## src/rtl/ssc_align_regs.svh

```systemverilog
`ifndef SSC_ALIGN_REGS_SVH
`define SSC_ALIGN_REGS_SVH
`define SPAN_DWORDS 256
`define SPAN_BITS 8
`define ALIGN_RATE_SSC 4
`define ALIGN_RATE_BITS 8
`define RATE_BITS 3
`define CLK_PERIOD_NS 20
`define LINK_PERIOD_NS 160
`endif

```

## src/rtl/ssc_align_pkg.sv

```systemverilog
package ssc_align_pkg;
    typedef enum logic [1:0] {SPREAD_NONE, SPREAD_DOWN, SPREAD_CENTER} spread_t;
    typedef enum logic [1:0] {CONN_OUTSIDE, CONN_SSP, CONN_SMP, CONN_STP} conn_t;
    typedef enum logic [2:0] {PH_IDLE, PH_OOB, PH_SATA_SN, PH_SAS_SNW, PH_FINAL, PH_ACTIVE} phase_t;
endpackage

```

## src/rtl/ssc_align_ctrl.sv

```systemverilog
`include "ssc_align_regs.svh"

module ssc_align_ctrl import ssc_align_pkg::*; #(
    parameter int DWORD_W = 32,
    parameter logic [DWORD_W-1:0] ALIGN_DWORD = 32'h7b4a4abc
) (
    input wire logic clk,
    input wire logic rstn,
    // Configuration
    input wire logic isExpander,
    input wire logic isDiskDrive,
    input wire logic forwarding,
    input wire logic [`ALIGN_RATE_BITS-1:0] alignRateOutside,
    input wire logic [`ALIGN_RATE_BITS-1:0] alignRateSsp,
    input wire logic [`ALIGN_RATE_BITS-1:0] alignRateSmp,
    input wire logic [`ALIGN_RATE_BITS-1:0] alignRateStp,
    input wire logic [1:0] connType,
    // Reset sequencer events
    input wire logic oobStart,
    input wire logic sataSnStart,
    input wire logic sasSnwStart,
    input wire logic capValid,
    input wire logic partnerIsSata,
    input wire logic partnerSscRx,
    input wire logic [`RATE_BITS-1:0] partnerRates,
    input wire logic [`RATE_BITS-1:0] localRates,
    input wire logic finalSnwStart,
    // Link clock from the recovered receive path
    input wire logic linkClk,
    // Source dwords
    input wire logic srcValid,
    output logic srcReady,
    input wire logic [DWORD_W-1:0] srcData,
    // Transmit dwords
    output logic txValid,
    input wire logic txReady,
    output logic [DWORD_W-1:0] txData,
    output logic txIsAlign,
    // Status
    output logic [1:0] txSpread,
    output logic sscActive,
    output logic [`RATE_BITS-1:0] finalRate,
    output logic [1:0] rxTolerance,
    output logic linkEdge
);
    ////////////////////////////////////////////////////////////////////////
    // Link clock sampling
    // Asynchronous link clock: two stages before any edge logic reads it
    // Previous-level stage resets low, the idle level, so no false edge after reset
    logic linkSync1_reg;
    logic linkSync2_reg;
    logic linkPrev_reg;
    logic linkEdge_reg;
    logic linkEdge_next;


    always_comb begin
        linkEdge_next = linkSync2_reg && !linkPrev_reg;
    end

    always_ff @(posedge clk or negedge rstn) begin
        if (!rstn) begin
            linkSync1_reg <= 1'b0;
            linkSync2_reg <= 1'b0;
            linkPrev_reg <= 1'b0;
            linkEdge_reg <= 1'b0;
        end else begin
            linkSync1_reg <= linkClk;
            linkSync2_reg <= linkSync1_reg;
            linkPrev_reg <= linkSync2_reg;
            linkEdge_reg <= linkEdge_next;
        end
    end
    assign linkEdge = linkEdge_reg;

    ////////////////////////////////////////////////////////////////////////
    // Spreading selection and reset sequence
    function automatic logic [`RATE_BITS-1:0] highestCommon(input logic [`RATE_BITS-1:0] a,
                                                             input logic [`RATE_BITS-1:0] b);
        logic [`RATE_BITS-1:0] both;
        both = a & b;
        highestCommon = '0;
        for (int i = 0; i < `RATE_BITS; i++) begin
            if (both[i]) begin
                highestCommon = `RATE_BITS'(1) << i;
            end
        end
    endfunction

    function automatic spread_t pickSpread(input logic exp, input logic sata, input logic ssc);
        if (sata) begin
            pickSpread = SPREAD_DOWN;
        end else if (ssc) begin
            pickSpread = exp ? SPREAD_CENTER : SPREAD_DOWN;
        end else begin
            pickSpread = SPREAD_NONE;
        end
    endfunction

    // Capability is captured in the G3 window and held until the final window applies it
    // Spreading only changes on a sequencer event, never inside a window
    phase_t phase_reg, phase_next;
    spread_t spread_reg, spread_next;
    spread_t chosen_reg, chosen_next;
    logic sscRx_reg, sscRx_next;
    logic sata_reg, sata_next;
    logic [`RATE_BITS-1:0] rate_reg, rate_next;
    logic [1:0] rxTol_reg, rxTol_next;

    always_comb begin
        phase_next = phase_reg;
        spread_next = spread_reg;
        chosen_next = chosen_reg;
        sscRx_next = sscRx_reg;
        sata_next = sata_reg;
        rate_next = rate_reg;
        if (capValid) begin
            // G3 capability: rates and receive-spreading support
            sscRx_next = partnerSscRx;
            sata_next = partnerIsSata;
            rate_next = highestCommon(localRates, partnerRates);
            chosen_next = pickSpread(isExpander, partnerIsSata, partnerSscRx);
        end
        if (oobStart) begin
            phase_next = PH_OOB;
            spread_next = SPREAD_NONE;
        end else if (sataSnStart) begin
            phase_next = PH_SATA_SN;
            spread_next = SPREAD_DOWN;
        end else if (sasSnwStart) begin
            phase_next = PH_SAS_SNW;
            spread_next = SPREAD_NONE;
        end else if (finalSnwStart) begin
            phase_next = PH_FINAL;
            spread_next = (sata_reg || sscRx_reg) ? chosen_reg : SPREAD_NONE;
        end else if (phase_reg == PH_FINAL) begin
            phase_next = PH_ACTIVE;
        end
        // Receive tolerance class: 0 SAS set, 1 SATA set
        // Class holds through out-of-band and both negotiations, spread or not
        rxTol_next = (!isDiskDrive && sata_reg) ? 2'h1 : 2'h0;
    end

    always_ff @(posedge clk or negedge rstn) begin
        if (!rstn) begin
            phase_reg <= PH_IDLE;
            spread_reg <= SPREAD_NONE;
            chosen_reg <= SPREAD_NONE;
            sscRx_reg <= 1'b0;
            sata_reg <= 1'b0;
            rate_reg <= '0;
            rxTol_reg <= 2'h0;
        end else begin
            phase_reg <= phase_next;
            spread_reg <= spread_next;
            chosen_reg <= chosen_next;
            sscRx_reg <= sscRx_next;
            sata_reg <= sata_next;
            rate_reg <= rate_next;
            rxTol_reg <= rxTol_next;
        end
    end

    assign txSpread = spread_reg;
    assign finalRate = rate_reg;
    assign rxTolerance = rxTol_reg;

    // Registered from the next value so it moves together with txSpread
    logic sscActive_reg;
    always_ff @(posedge clk or negedge rstn) begin
        if (!rstn) begin
            sscActive_reg <= 1'b0;
        end else begin
            sscActive_reg <= (spread_next != SPREAD_NONE);
        end
    end
    assign sscActive = sscActive_reg;

    ////////////////////////////////////////////////////////////////////////
    // Source buffer
    logic bufValid, bufReady;
    logic [DWORD_W-1:0] bufData;

    dword_skid_buffer #(.WIDTH(DWORD_W)) srcBuf (
        .clk(clk),
        .rstn(rstn),
        .inValid(srcValid),
        .inReady(srcReady),
        .inData(srcData),
        .outValid(bufValid),
        .outReady(bufReady),
        .outData(bufData)
    );

    ////////////////////////////////////////////////////////////////////////
    // ALIGN insertion, one dword per link edge
    // A slot is lost while the output word still waits; the span only counts used slots
    // Owed ALIGNs are forced at the span end so data goes first
    // Forwarding never inserts on a count, only when the buffer runs empty
    logic [`SPAN_BITS-1:0] spanCnt_reg, spanCnt_next;
    logic [`ALIGN_RATE_BITS-1:0] alignCnt_reg, alignCnt_next, progRate;
    logic txValid_reg, txValid_next;
    logic txAlign_reg, txAlign_next;
    logic [DWORD_W-1:0] txData_reg, txData_next;
    logic slotFree;
    logic needAlign;
    logic sendAlign;
    logic remaining;


    always_comb begin
        unique case (conn_t'(connType))
            CONN_OUTSIDE: progRate = alignRateOutside;
            CONN_SSP: progRate = alignRateSsp;
            CONN_SMP: progRate = alignRateSmp;
            CONN_STP: progRate = alignRateStp;
        endcase
        if (spread_reg == SPREAD_NONE) begin
            progRate = '0;
        end
        slotFree = !txValid_reg || txReady;
        // Remaining slots in span versus ALIGNs still owed
        remaining = ({1'b0, ~spanCnt_reg} + 9'h1) <= {1'b0, progRate - alignCnt_reg};
        needAlign = !forwarding && (alignCnt_reg < progRate) && remaining;
        sendAlign = forwarding ? !bufValid : (needAlign || !bufValid);
        bufReady = linkEdge_reg && slotFree && !sendAlign;
        spanCnt_next = spanCnt_reg;
        alignCnt_next = alignCnt_reg;
        txValid_next = txValid_reg && !txReady;
        txAlign_next = txAlign_reg;
        txData_next = txData_reg;
        if (linkEdge_reg && slotFree) begin
            spanCnt_next = spanCnt_reg + `SPAN_BITS'(1);
            txValid_next = 1'b1;
            txAlign_next = sendAlign;
            txData_next = sendAlign ? ALIGN_DWORD : bufData;
            if (spanCnt_reg == `SPAN_BITS'(`SPAN_DWORDS - 1)) begin
                alignCnt_next = '0;
            end else if (sendAlign && alignCnt_reg != '1) begin
                alignCnt_next = alignCnt_reg + `ALIGN_RATE_BITS'(1);
            end
        end
    end

    always_ff @(posedge clk or negedge rstn) begin
        if (!rstn) begin
            spanCnt_reg <= '0;
            alignCnt_reg <= '0;
            txValid_reg <= 1'b0;
            txAlign_reg <= 1'b0;
            txData_reg <= '0;
        end else begin
            spanCnt_reg <= spanCnt_next;
            alignCnt_reg <= alignCnt_next;
            txValid_reg <= txValid_next;
            txAlign_reg <= txAlign_next;
            txData_reg <= txData_next;
        end
    end

    assign txValid = txValid_reg;
    assign txData = txData_reg;
    assign txIsAlign = txAlign_reg;
endmodule // ssc_align_ctrl

```

## src/rtl/dword_skid_buffer.sv

```systemverilog
module dword_skid_buffer #(
    parameter int WIDTH = 32
) (
    input wire logic clk,
    input wire logic rstn,
    input wire logic inValid,
    output logic inReady,
    input wire logic [WIDTH-1:0] inData,
    output logic outValid,
    input wire logic outReady,
    output logic [WIDTH-1:0] outData
);
    logic [WIDTH-1:0] mem_reg [2];
    logic [WIDTH-1:0] mem0_next, mem1_next;
    logic wrPtr_reg, wrPtr_next, rdPtr_reg, rdPtr_next;
    logic [1:0] count_reg, count_next;
    logic push, pop;
    logic inReady_reg, inReady_next;

    // Ready comes from a flop so the top output is registered
    assign inReady = inReady_reg;
    assign outValid = (count_reg != 2'h0);
    assign outData = mem_reg[rdPtr_reg];

    always_comb begin
        push = inValid && inReady_reg;
        pop = outValid && outReady;
        mem0_next = mem_reg[0];
        mem1_next = mem_reg[1];
        if (push && !wrPtr_reg) begin
            mem0_next = inData;
        end
        if (push && wrPtr_reg) begin
            mem1_next = inData;
        end
        wrPtr_next = wrPtr_reg ^ push;
        rdPtr_next = rdPtr_reg ^ pop;
        count_next = count_reg + {1'b0, push} - {1'b0, pop};
        inReady_next = (count_next != 2'h2);
    end

    always_ff @(posedge clk or negedge rstn) begin
        if (!rstn) begin
            mem_reg[0] <= '0;
            mem_reg[1] <= '0;
            wrPtr_reg <= 1'b0;
            rdPtr_reg <= 1'b0;
            count_reg <= 2'h0;
            inReady_reg <= 1'b1;
        end else begin
            mem_reg[0] <= mem0_next;
            mem_reg[1] <= mem1_next;
            wrPtr_reg <= wrPtr_next;
            rdPtr_reg <= rdPtr_next;
            count_reg <= count_next;
            inReady_reg <= inReady_next;
        end
    end
endmodule // dword_skid_buffer

```

## config.mk

```make
export PLATFORM = sky130hd
export DESIGN_NAME = ssc_align_ctrl
export DESIGN_NICKNAME = d
export VERILOG_FILES = /design/src/rtl/ssc_align_pkg.sv /design/src/rtl/ssc_align_ctrl.sv /design/src/rtl/dword_skid_buffer.sv
export VERILOG_INCLUDE_DIRS = /design/src /design/src/rtl
export SDC_FILE = /design/constraint.sdc
export NUM_CORES = 1
export LEC_CHECK = 0
export BUFFER_PORTS_ARGS = -buffer_cell sky130_fd_sc_hd__buf_4
export CAP_MARGIN = 40
export CELL_PAD_IN_SITES_DETAIL_PLACEMENT = 0
export CELL_PAD_IN_SITES_GLOBAL_PLACEMENT = 1
export CORE_ASPECT_RATIO = 0.9
export CORE_MARGIN = 5
export CORE_UTILIZATION = 25
export DETAILED_ROUTE_END_ITERATION = 7
export GPL_TIMING_DRIVEN = 0
export PLACE_DENSITY_LB_ADDON = 0.12
export SETUP_SLACK_MARGIN = 0.15
export SYNTH_ARGS = -nofsm -noshare
export SYNTH_HDL_FRONTEND = slang
export SYNTH_SLANG_ARGS = --single-unit
```

## constraint.sdc

```tcl
create_clock -name clk -period 5.06 [get_ports clk]
set_input_delay 1.012 -clock clk [delete_from_list [all_inputs] [get_ports clk]]
set_output_delay 1.012 -clock clk [all_outputs]
set_load 0.05 [all_outputs]
```

==> run_results.csv, run 1 <==
group,metric,value,unit
run_status,status,"finished, final reports clean",
clock_tree,htreeDepth,4,
placement,post-place-ws,-0.547,ns
die,initial_utilization,0.255,
synth,synth_top_family_by_area,"multiplexers",
layout,post-route-util,0.344,
layout,layoutNonFillerInstCount,1050,
setup_path,arrival,5.11,ns
placement,placed_area,0.00798,sq mm
placement,place_congestion,0.745,
synth,async_flop_share,1.00,
grt,grt_usage,0.121,
die,core,0.0253,sq mm
synth,synth_xor_area_frac,0.0310,
route,vias_per_cell,4.36,
timing,fin_crit,4.77,ns
hold_path,min-delay-start,"linkSync1_reg",
timing,setup-tns-final,0,ns
grt,grt_pass1_wl,27300,microns
synth,synth.area.mux_share,0.193,
setup_path,r2r.worst_path.cells,24,
setup_path,worst_r2r_startpoint,"txSpread[0]",
synth,synthCells,538,
hold_path,worstHoldEndpoint,"linkSync2_reg",
synth,netlist_area,0.00645,sq mm
layout,nets,806,
hold_path,holdPathStages,0,
layout,fillers,2570,
clock_tree,cts_buffers,17,
grt,grt_overflow,0,
job,drv_cap,0,
die,die_w,179,microns
power_and_ir_drop,power_density,614,mW/mm^2
route,wl,16800,microns
synth,synth_cell_types,53,
synth,seq_area_frac_synth,0.520,
power_and_ir_drop,p_leak,3.83,nW
placement,hpwl,12600,microns
setup_path,cpPeakStageDelay,0.51,ns
timing,finalHoldViolCount,0,
timing,finalCritPeriodShare,0.944,
synth,synthAdderAreaFrac,0.0477,
setup_path,start_kind,"primary input",
grt,grt_pass1_vias,5073,
setup_path,slowest_stage,"mux4_2",
timing,hold_slack,0.356,ns
power_and_ir_drop,power,5.33,mW
timing,maxSlewViolCount,0,
die,die_h,162,microns
clock_tree,cts_tree,"yes",
timing,rsz0062_at_grt,"true",
layout,antenna_cells,0,
synth,synthFlopType,"dfrtp_1",
hold_path,hp-class,"register to register",
timing,fin_ws,0.285,ns
route,drt_first_iter_violations,225,
placement,placedCellCount,1011,
clock_tree,clk_latency,0.42,ns
clock_tree,cts_sinks,134,
die,die-area,0.0291,sq mm
setup_path,required,5.39,ns
clock_tree,clk_pin_slew,0.06,ns
synth,synth_edf_count,0,
synth,synth-seq-cells,134,
synth,syn_area_per_cell,12.0,sq um
layout,largest_register_ffs,64,
die,rows,55,
setup_path,endpoint_kind,"register",
setup_path,r2r_end,"srcBuf.inReady",
synth,synth-simple-area-share,0.0961,
grt,antenna_found_initial,0,
route,vias,4576,
timing,skew,0.0160,ns
clock_tree,cts_buffer_depth,2,
route,dr.pass1.iters,4,
timing,max_slew_margin,0.475,
synth,yosys_warnings,0,
synth,synth_compound_area_frac,0.0749,
die,io-pin-count,131,
timing,setup_violations,0,
synth,synth_area_leaders,"dfrtp_1 (52%), mux2_2 (12%), mux2i_1 (5.3%)",
placement,port_buffers,127,
synth,synth_top_cell_by_area,"dfrtp_1",
layout,fin_area,0.00868,sq mm
setup_path,crit_type,"primary input to register",
layout,multi_input_area,0.00297,sq mm
route,ant_nets,0,
route,routedWlPerCell,16.0,microns
layout,area_growth,34.6,%
power_and_ir_drop,ir_drop,0.266,mV
timing,max_freq,209,MHz
setup_path,path_max_fanout,10,
synth,yosysTopAreaCellShare,0.516,
layout,drive_above_1_share,0.407,
grt,grt_max_degree,69,
route,drc_errors,0,
synth,synth_nets,649,
layout,regArea,0.00335,sq mm
setup_path,ff2ff_setup_slack,0.61,ns
timing,tightest_slew,0.787,ns
clock_tree,cts_root_buf,"clkbuf_16",
-- worst max path at each step --
stage | start | end | slack, ns | cells past startpoint
after global placement | connType[0] | srcBuf.inReady | -0.49 | 24
after global routing | connType[0] | srcBuf.inReady | 0.07 | 25
after floorplan | connType[0] | srcBuf.inReady | 0.06 | 25
after detailed placement | connType[0] | srcBuf.inReady | -0.55 | 24
final | connType[0] | srcBuf.inReady | 0.29 | 25
after CTS | connType[0] | srcBuf.inReady | 0.16 | 25
-- power breakdown --
group / total [mW] / internal [mW] / switching [mW]
Sequential: 1.78 / 1.52 / 0.255
Clock: 1.20 / 0.710 / 0.487
Combinational: 2.36 / 1.05 / 1.31
-- critical path, delay by kind of cell --
family | cells | cell delay [ns]
fa+ha+maj | 5 | 1.10
simple gates | 3 | 0.38
compound gates | 8 | 1.13
buf+inv | 5 | 0.46
mux | 1 | 0.51
xor+xnor | 3 | 0.51
-- cells in the mapped netlist, types with 3 or more instances --
master and count:
dfrtp_1 133, mux2_2 66, mux2i_1 34, nor2_1 33, nand2_1 30, a21oi_1 27
ha_1 23, inv_1 23, xnor2_1 17, o21ai_0 15, clkbuf_1 13, nor2b_1 11
nand3_1 9, o21ai_2 9, nand2b_1 8, nor3_1 8, mux4_2 7, buf_1 6
nand4_1 6, a211oi_1 4, o31ai_1 4, or3_1 4, xor2_1 4, a21o_1 3
buf_6 3, o211ai_1 3, or4_1 3
-- timing repair --
action	in CTS	in global routing
hold buffers	0	0
resized for setup	9	9
pin swaps	12	9
buffers inserted	4	3
endpoints found under the setup margin	2	2
hold endpoints to repair	0	0
-- metal layers --
metal,share of wire,track usage,vias up
li1,-,-,2213
met1,0.45,0.157,2272
met2,0.48,0.192,82
met3,0.063,0.0455,9
met4,0.0083,0.0287,0
met5,0,0,-
-- final cells by class --
type | instances | area share
multi-input combinational | 354 | 0.342
tap | 342 | 0.0493
clock buffer | 20 | 0.0526
timing repair buffer | 138 | 0.124
clock inverter | 12 | 0.0137
buffer | 26 | 0.0208
sequential | 134 | 0.386
inverter | 24 | 0.0112
-- cells in the final DEF, fill, tap and decap left out, drive strengths merged, types with 2 or more instances in the layout --
cell      synthesis  routed
a211oi            5       5
nor3b             2       2
xnor2            18      18
nor2b            11      11
mux2i            34      34
mux2             66      66
nand2b            8       8
clkbuf           13      32
xor2              4       4
nand2            30      30
buf              13     152
o21bai            2       2
o31ai             4       4
a21o              3       3
nor4              3       3
ha               23      23
or2               2       2
nand3             9       9
o211ai            3       3
inv              24      29
and2              2       2
nor3              8       8
a21oi            27      27
nand4             6       6
dfrtp           133     133
nor2             33      33
or4               4       4
o21ai            25      25
or3               4       4
mux4              7       7
clkinvlp          0       5
-- kinds of logic (layout without fill, tap and decap cells) --
| family | Yosys count | count (layout) |
|---|---|---|
| AOI/OAI and AO/OA | 76 | 76 |
| xor gates and xnor gates | 22 | 22 |
| adders and majority gates | 24 | 24 |
| buffers and inverters | 50 | 220 |
| DFF | 134 | 134 |
| muxes | 107 | 107 |
| other | 1 | 1 |
| and+or+nand+nor | 124 | 124 |
Note: power is estimated with default switching activity, not from simulation.
==> run 2: changes to the inputs <==
--- a/config.mk
+++ b/config.mk
@@ -19,4 +19,5 @@
 export SETUP_SLACK_MARGIN = 0.15
 export SYNTH_ARGS = -nofsm -noshare
 export SYNTH_HDL_FRONTEND = slang
+export SYNTH_HIERARCHICAL = 1
 export SYNTH_SLANG_ARGS = --single-unit
==> run_results.csv, run 2 <==
group,metric,value,unit
grt,grt_overflow,0,
grt,grt_max_degree,82,
route,vias,4687,
timing,fin_ws,0.324,ns
power_and_ir_drop,power_frac_comb,0.460,
setup_path,slowest_stage,"mux4_2",
timing,fin_crit,4.74,ns
setup_path,path_max_fanout,7,
power_and_ir_drop,power_switching,2.18,mW
setup_path,cp_num_buf_inv,3,
synth,synthCells,533,
synth,synthFlopType,"dfrtp_1",
placement,post-place-ws,-0.747,ns
clock_tree,htreeDepth,4,
timing,skew,0.0119,ns
placement,port_buffers,127,
timing,setup_violations,0,
synth,yosysMostFrequentCell,"dfrtp_1",
grt,antenna_found_initial,0,
power_and_ir_drop,seq_power_share,0.315,
setup_path,r2r.worst_path.cells,23,
route,wl,17500,microns
synth,syn_area_per_cell,12.7,sq um
timing,finalHoldViolCount,0,
power_and_ir_drop,power_frac_clock,0.224,
setup_path,required,5.34,ns
clock_tree,cts_root_buf,"clkbuf_16",
setup_path,worst_r2r_startpoint,"txSpread[0]",
synth,synth_nets,642,
power_and_ir_drop,p_leak,4.01,nW
clock_tree,clk_pin_slew,0.07,ns
setup_path,cpPeakStageDelay,0.50,ns
timing,tightest_slew,0.755,ns
clock_tree,cts_buffer_depth,2,
grt,grt_pass1_vias,5140,
power_and_ir_drop,ir_drop,0.291,mV
timing,maxSlewViolCount,0,
route,ant_nets,0,
die,die_w,183,microns
job,drv_cap,0,
die,core,0.0268,sq mm
timing,hold_slack,0.357,ns
setup_path,crit_end,"srcBuf/count_reg[1]",
setup_path,r2r_end,"srcBuf/count_reg[1]",
synth,synth_edf_count,0,
setup_path,start_kind,"primary input",
placement,placedCellCount,1015,
layout,layout_commonest_cell,"buf_4",
layout,drive_above_1_share,0.477,
layout,fin_area,0.00906,sq mm
setup_path,critPathLaunch,"connType[0]",
die,die-area,0.0304,sq mm
layout,largest_register_ffs,64,
route,drt_first_iter_violations,172,
synth,async_flop_share,1.00,
layout,area_growth,34.3,%
die,die_h,166,microns
setup_path,cp_top_family,"compound AO/OA/AOI/OAI gates",
synth,synth_top_cell_by_area,"dfrtp_1",
synth,synth_common_cells,"dfrtp_1 (133), mux2_2 (66), mux2_4 (30)",
route,vias_per_cell,4.43,
layout,nets,800,
die,rows,57,
run_status,status,"finished, final reports clean",
clock_tree,clk_latency,0.42,ns
timing,setup-tns-final,0,ns
synth,synth_cell_types,63,
timing,max_slew_margin,0.496,
layout,layoutNonFillerInstCount,1058,
route,dr.pass1.iters,6,
setup_path,ff2ff_setup_slack,0.61,ns
setup_path,endpoint_kind,"register",
power_and_ir_drop,intPower,3.54,mW
timing,finalCritPeriodShare,0.936,
setup_path,crit_type,"primary input to register",
placement,placed_area,0.00824,sq mm
clock_tree,postCtsHoldBufs,0,
clock_tree,cts_tree,"yes",
grt,grt_pass1_wl,27900,microns
setup_path,arrival,5.02,ns
synth,netlist_area,0.00674,sq mm
die,io-pin-count,131,
setup_path,worst-path-stages,24,
layout,fillers,2713,
placement,hpwl,12500,microns
layout,most-common-layout-cells,"buf_4 (137), dfrtp_1 (133), mux2_2 (66)",
power_and_ir_drop,power_density,632,mW/mm^2
timing,rsz0062_at_grt,"true",
route,routedWlPerCell,16.5,microns
hold_path,hp-class,"register to register",
synth,yosys_warnings,6,
route,drc_errors,0,
synth,yosysTopAreaCellShare,0.494,
power_and_ir_drop,switching_share,0.381,
placement,place_congestion,0.757,
synth,synth-seq-cells,134,
die,initial_utilization,0.251,
layout,antenna_cells,0,
synth,synth_area_leaders,"dfrtp_1 (49%), mux2_2 (11%), mux2_4 (6.7%)",
timing,max_freq,211,MHz
grt,grt_usage,0.116,
clock_tree,cts_sinks,134,
synth,seq_area_frac_synth,0.497,
setup_path,crit_chain,"clkbuf_16 > mux4_2 > o21ai_2 > ha_2 > fa_2 > nand2b_4 > a21oi_4 > a21o_1 > a21oi_2 > xor2_2 > ha_1 > a21o_1 > a21oi_2 > a22o_1 > o21ai_4 > nand3_4 > clkinv_4 > buf_12 > nand2_8 > xnor2_2 > ha_2 > nor2_1 > and3_4 > or3_1",
clock_tree,cts_buffers,17,
[run 2: worst min path at each step]
stage          slack [ns]            end          start  cells after the start
2_1_floorplan        0.33  linkSync2_reg  linkSync1_reg                      0
3_3_place_gp         0.33  linkSync2_reg  linkSync1_reg                      0
3_5_place_dp         0.34  linkSync2_reg  linkSync1_reg                      0
4_1_cts              0.36  linkSync2_reg  linkSync1_reg                      0
5_1_grt              0.37  linkSync2_reg  linkSync1_reg                      0
6_report             0.36  linkSync2_reg  linkSync1_reg                      0
[run 2: stage by stage]
step | total power [mW] | util
finish | 5.72 | 0.338
global route | 6.08 | 0.338
CTS | 5.74 | 0.333
floorplan | 3.66 | -
detailed placement | 4.37 | 0.307
global placement | 4.30 | 0.306
[run 2: metal layers]
| metal | up-vias | share of wire | GRT usage |
|---|---|---|---|
| li1 | 2239 | - | - |
| met1 | 2332 | 0.48 | 0.163 |
| met2 | 96 | 0.46 | 0.174 |
| met3 | 20 | 0.050 | 0.0329 |
| met4 | 0 | 0.016 | 0.0340 |
| met5 | - | 0 | 0 |
[run 2: power groups by stage]
stage | combinational [mW] | clock (mW) | sequential, mW
after CTS | 2.61 | 1.33 | 1.81
after global routing | 2.84 | 1.37 | 1.86
after global placement | 2.50 | 0 | 1.80
after detailed placement | 2.55 | 0 | 1.82
final | 2.63 | 1.28 | 1.80
after floorplan | 1.44 | 0 | 2.22
[run 2: repair_timing]
action                     in CTS  in global routing
setup buffers                   5                  6
gates cloned                    0                  0
pin swaps                       8                 20
setup endpoints to repair       2                  2
gates resized for setup        10                 21
[run 2: cells by family (layout without fill, tap and decap cells)]
group | Yosys count | count (layout) | share of synthesized area
and+or+nand+nor | 114 | 114 | 0.0904
xor gates and xnor gates | 20 | 20 | 0.0260
other | 1 | 1 | 0.000556
muxes | 110 | 110 | 0.211
buffers and inverters | 48 | 219 | 0.0343
adders and majority gates | 22 | 22 | 0.0419
DFF | 134 | 134 | 0.497
AOI/OAI and AO/OA | 84 | 84 | 0.0982
[run 2: cell type report]
type	count	area [sq um]	area share
Clock buffer	17	425	0.0470
Inverter	23	91.3	0.0101
Buffer	25	180	0.0199
Tap cell	354	443	0.0489
Timing Repair Buffer	139	1070	0.118
Sequential cell	134	3350	0.370
Clock inverter	15	180	0.0199
Multi-Input combinational cell	351	3310	0.366
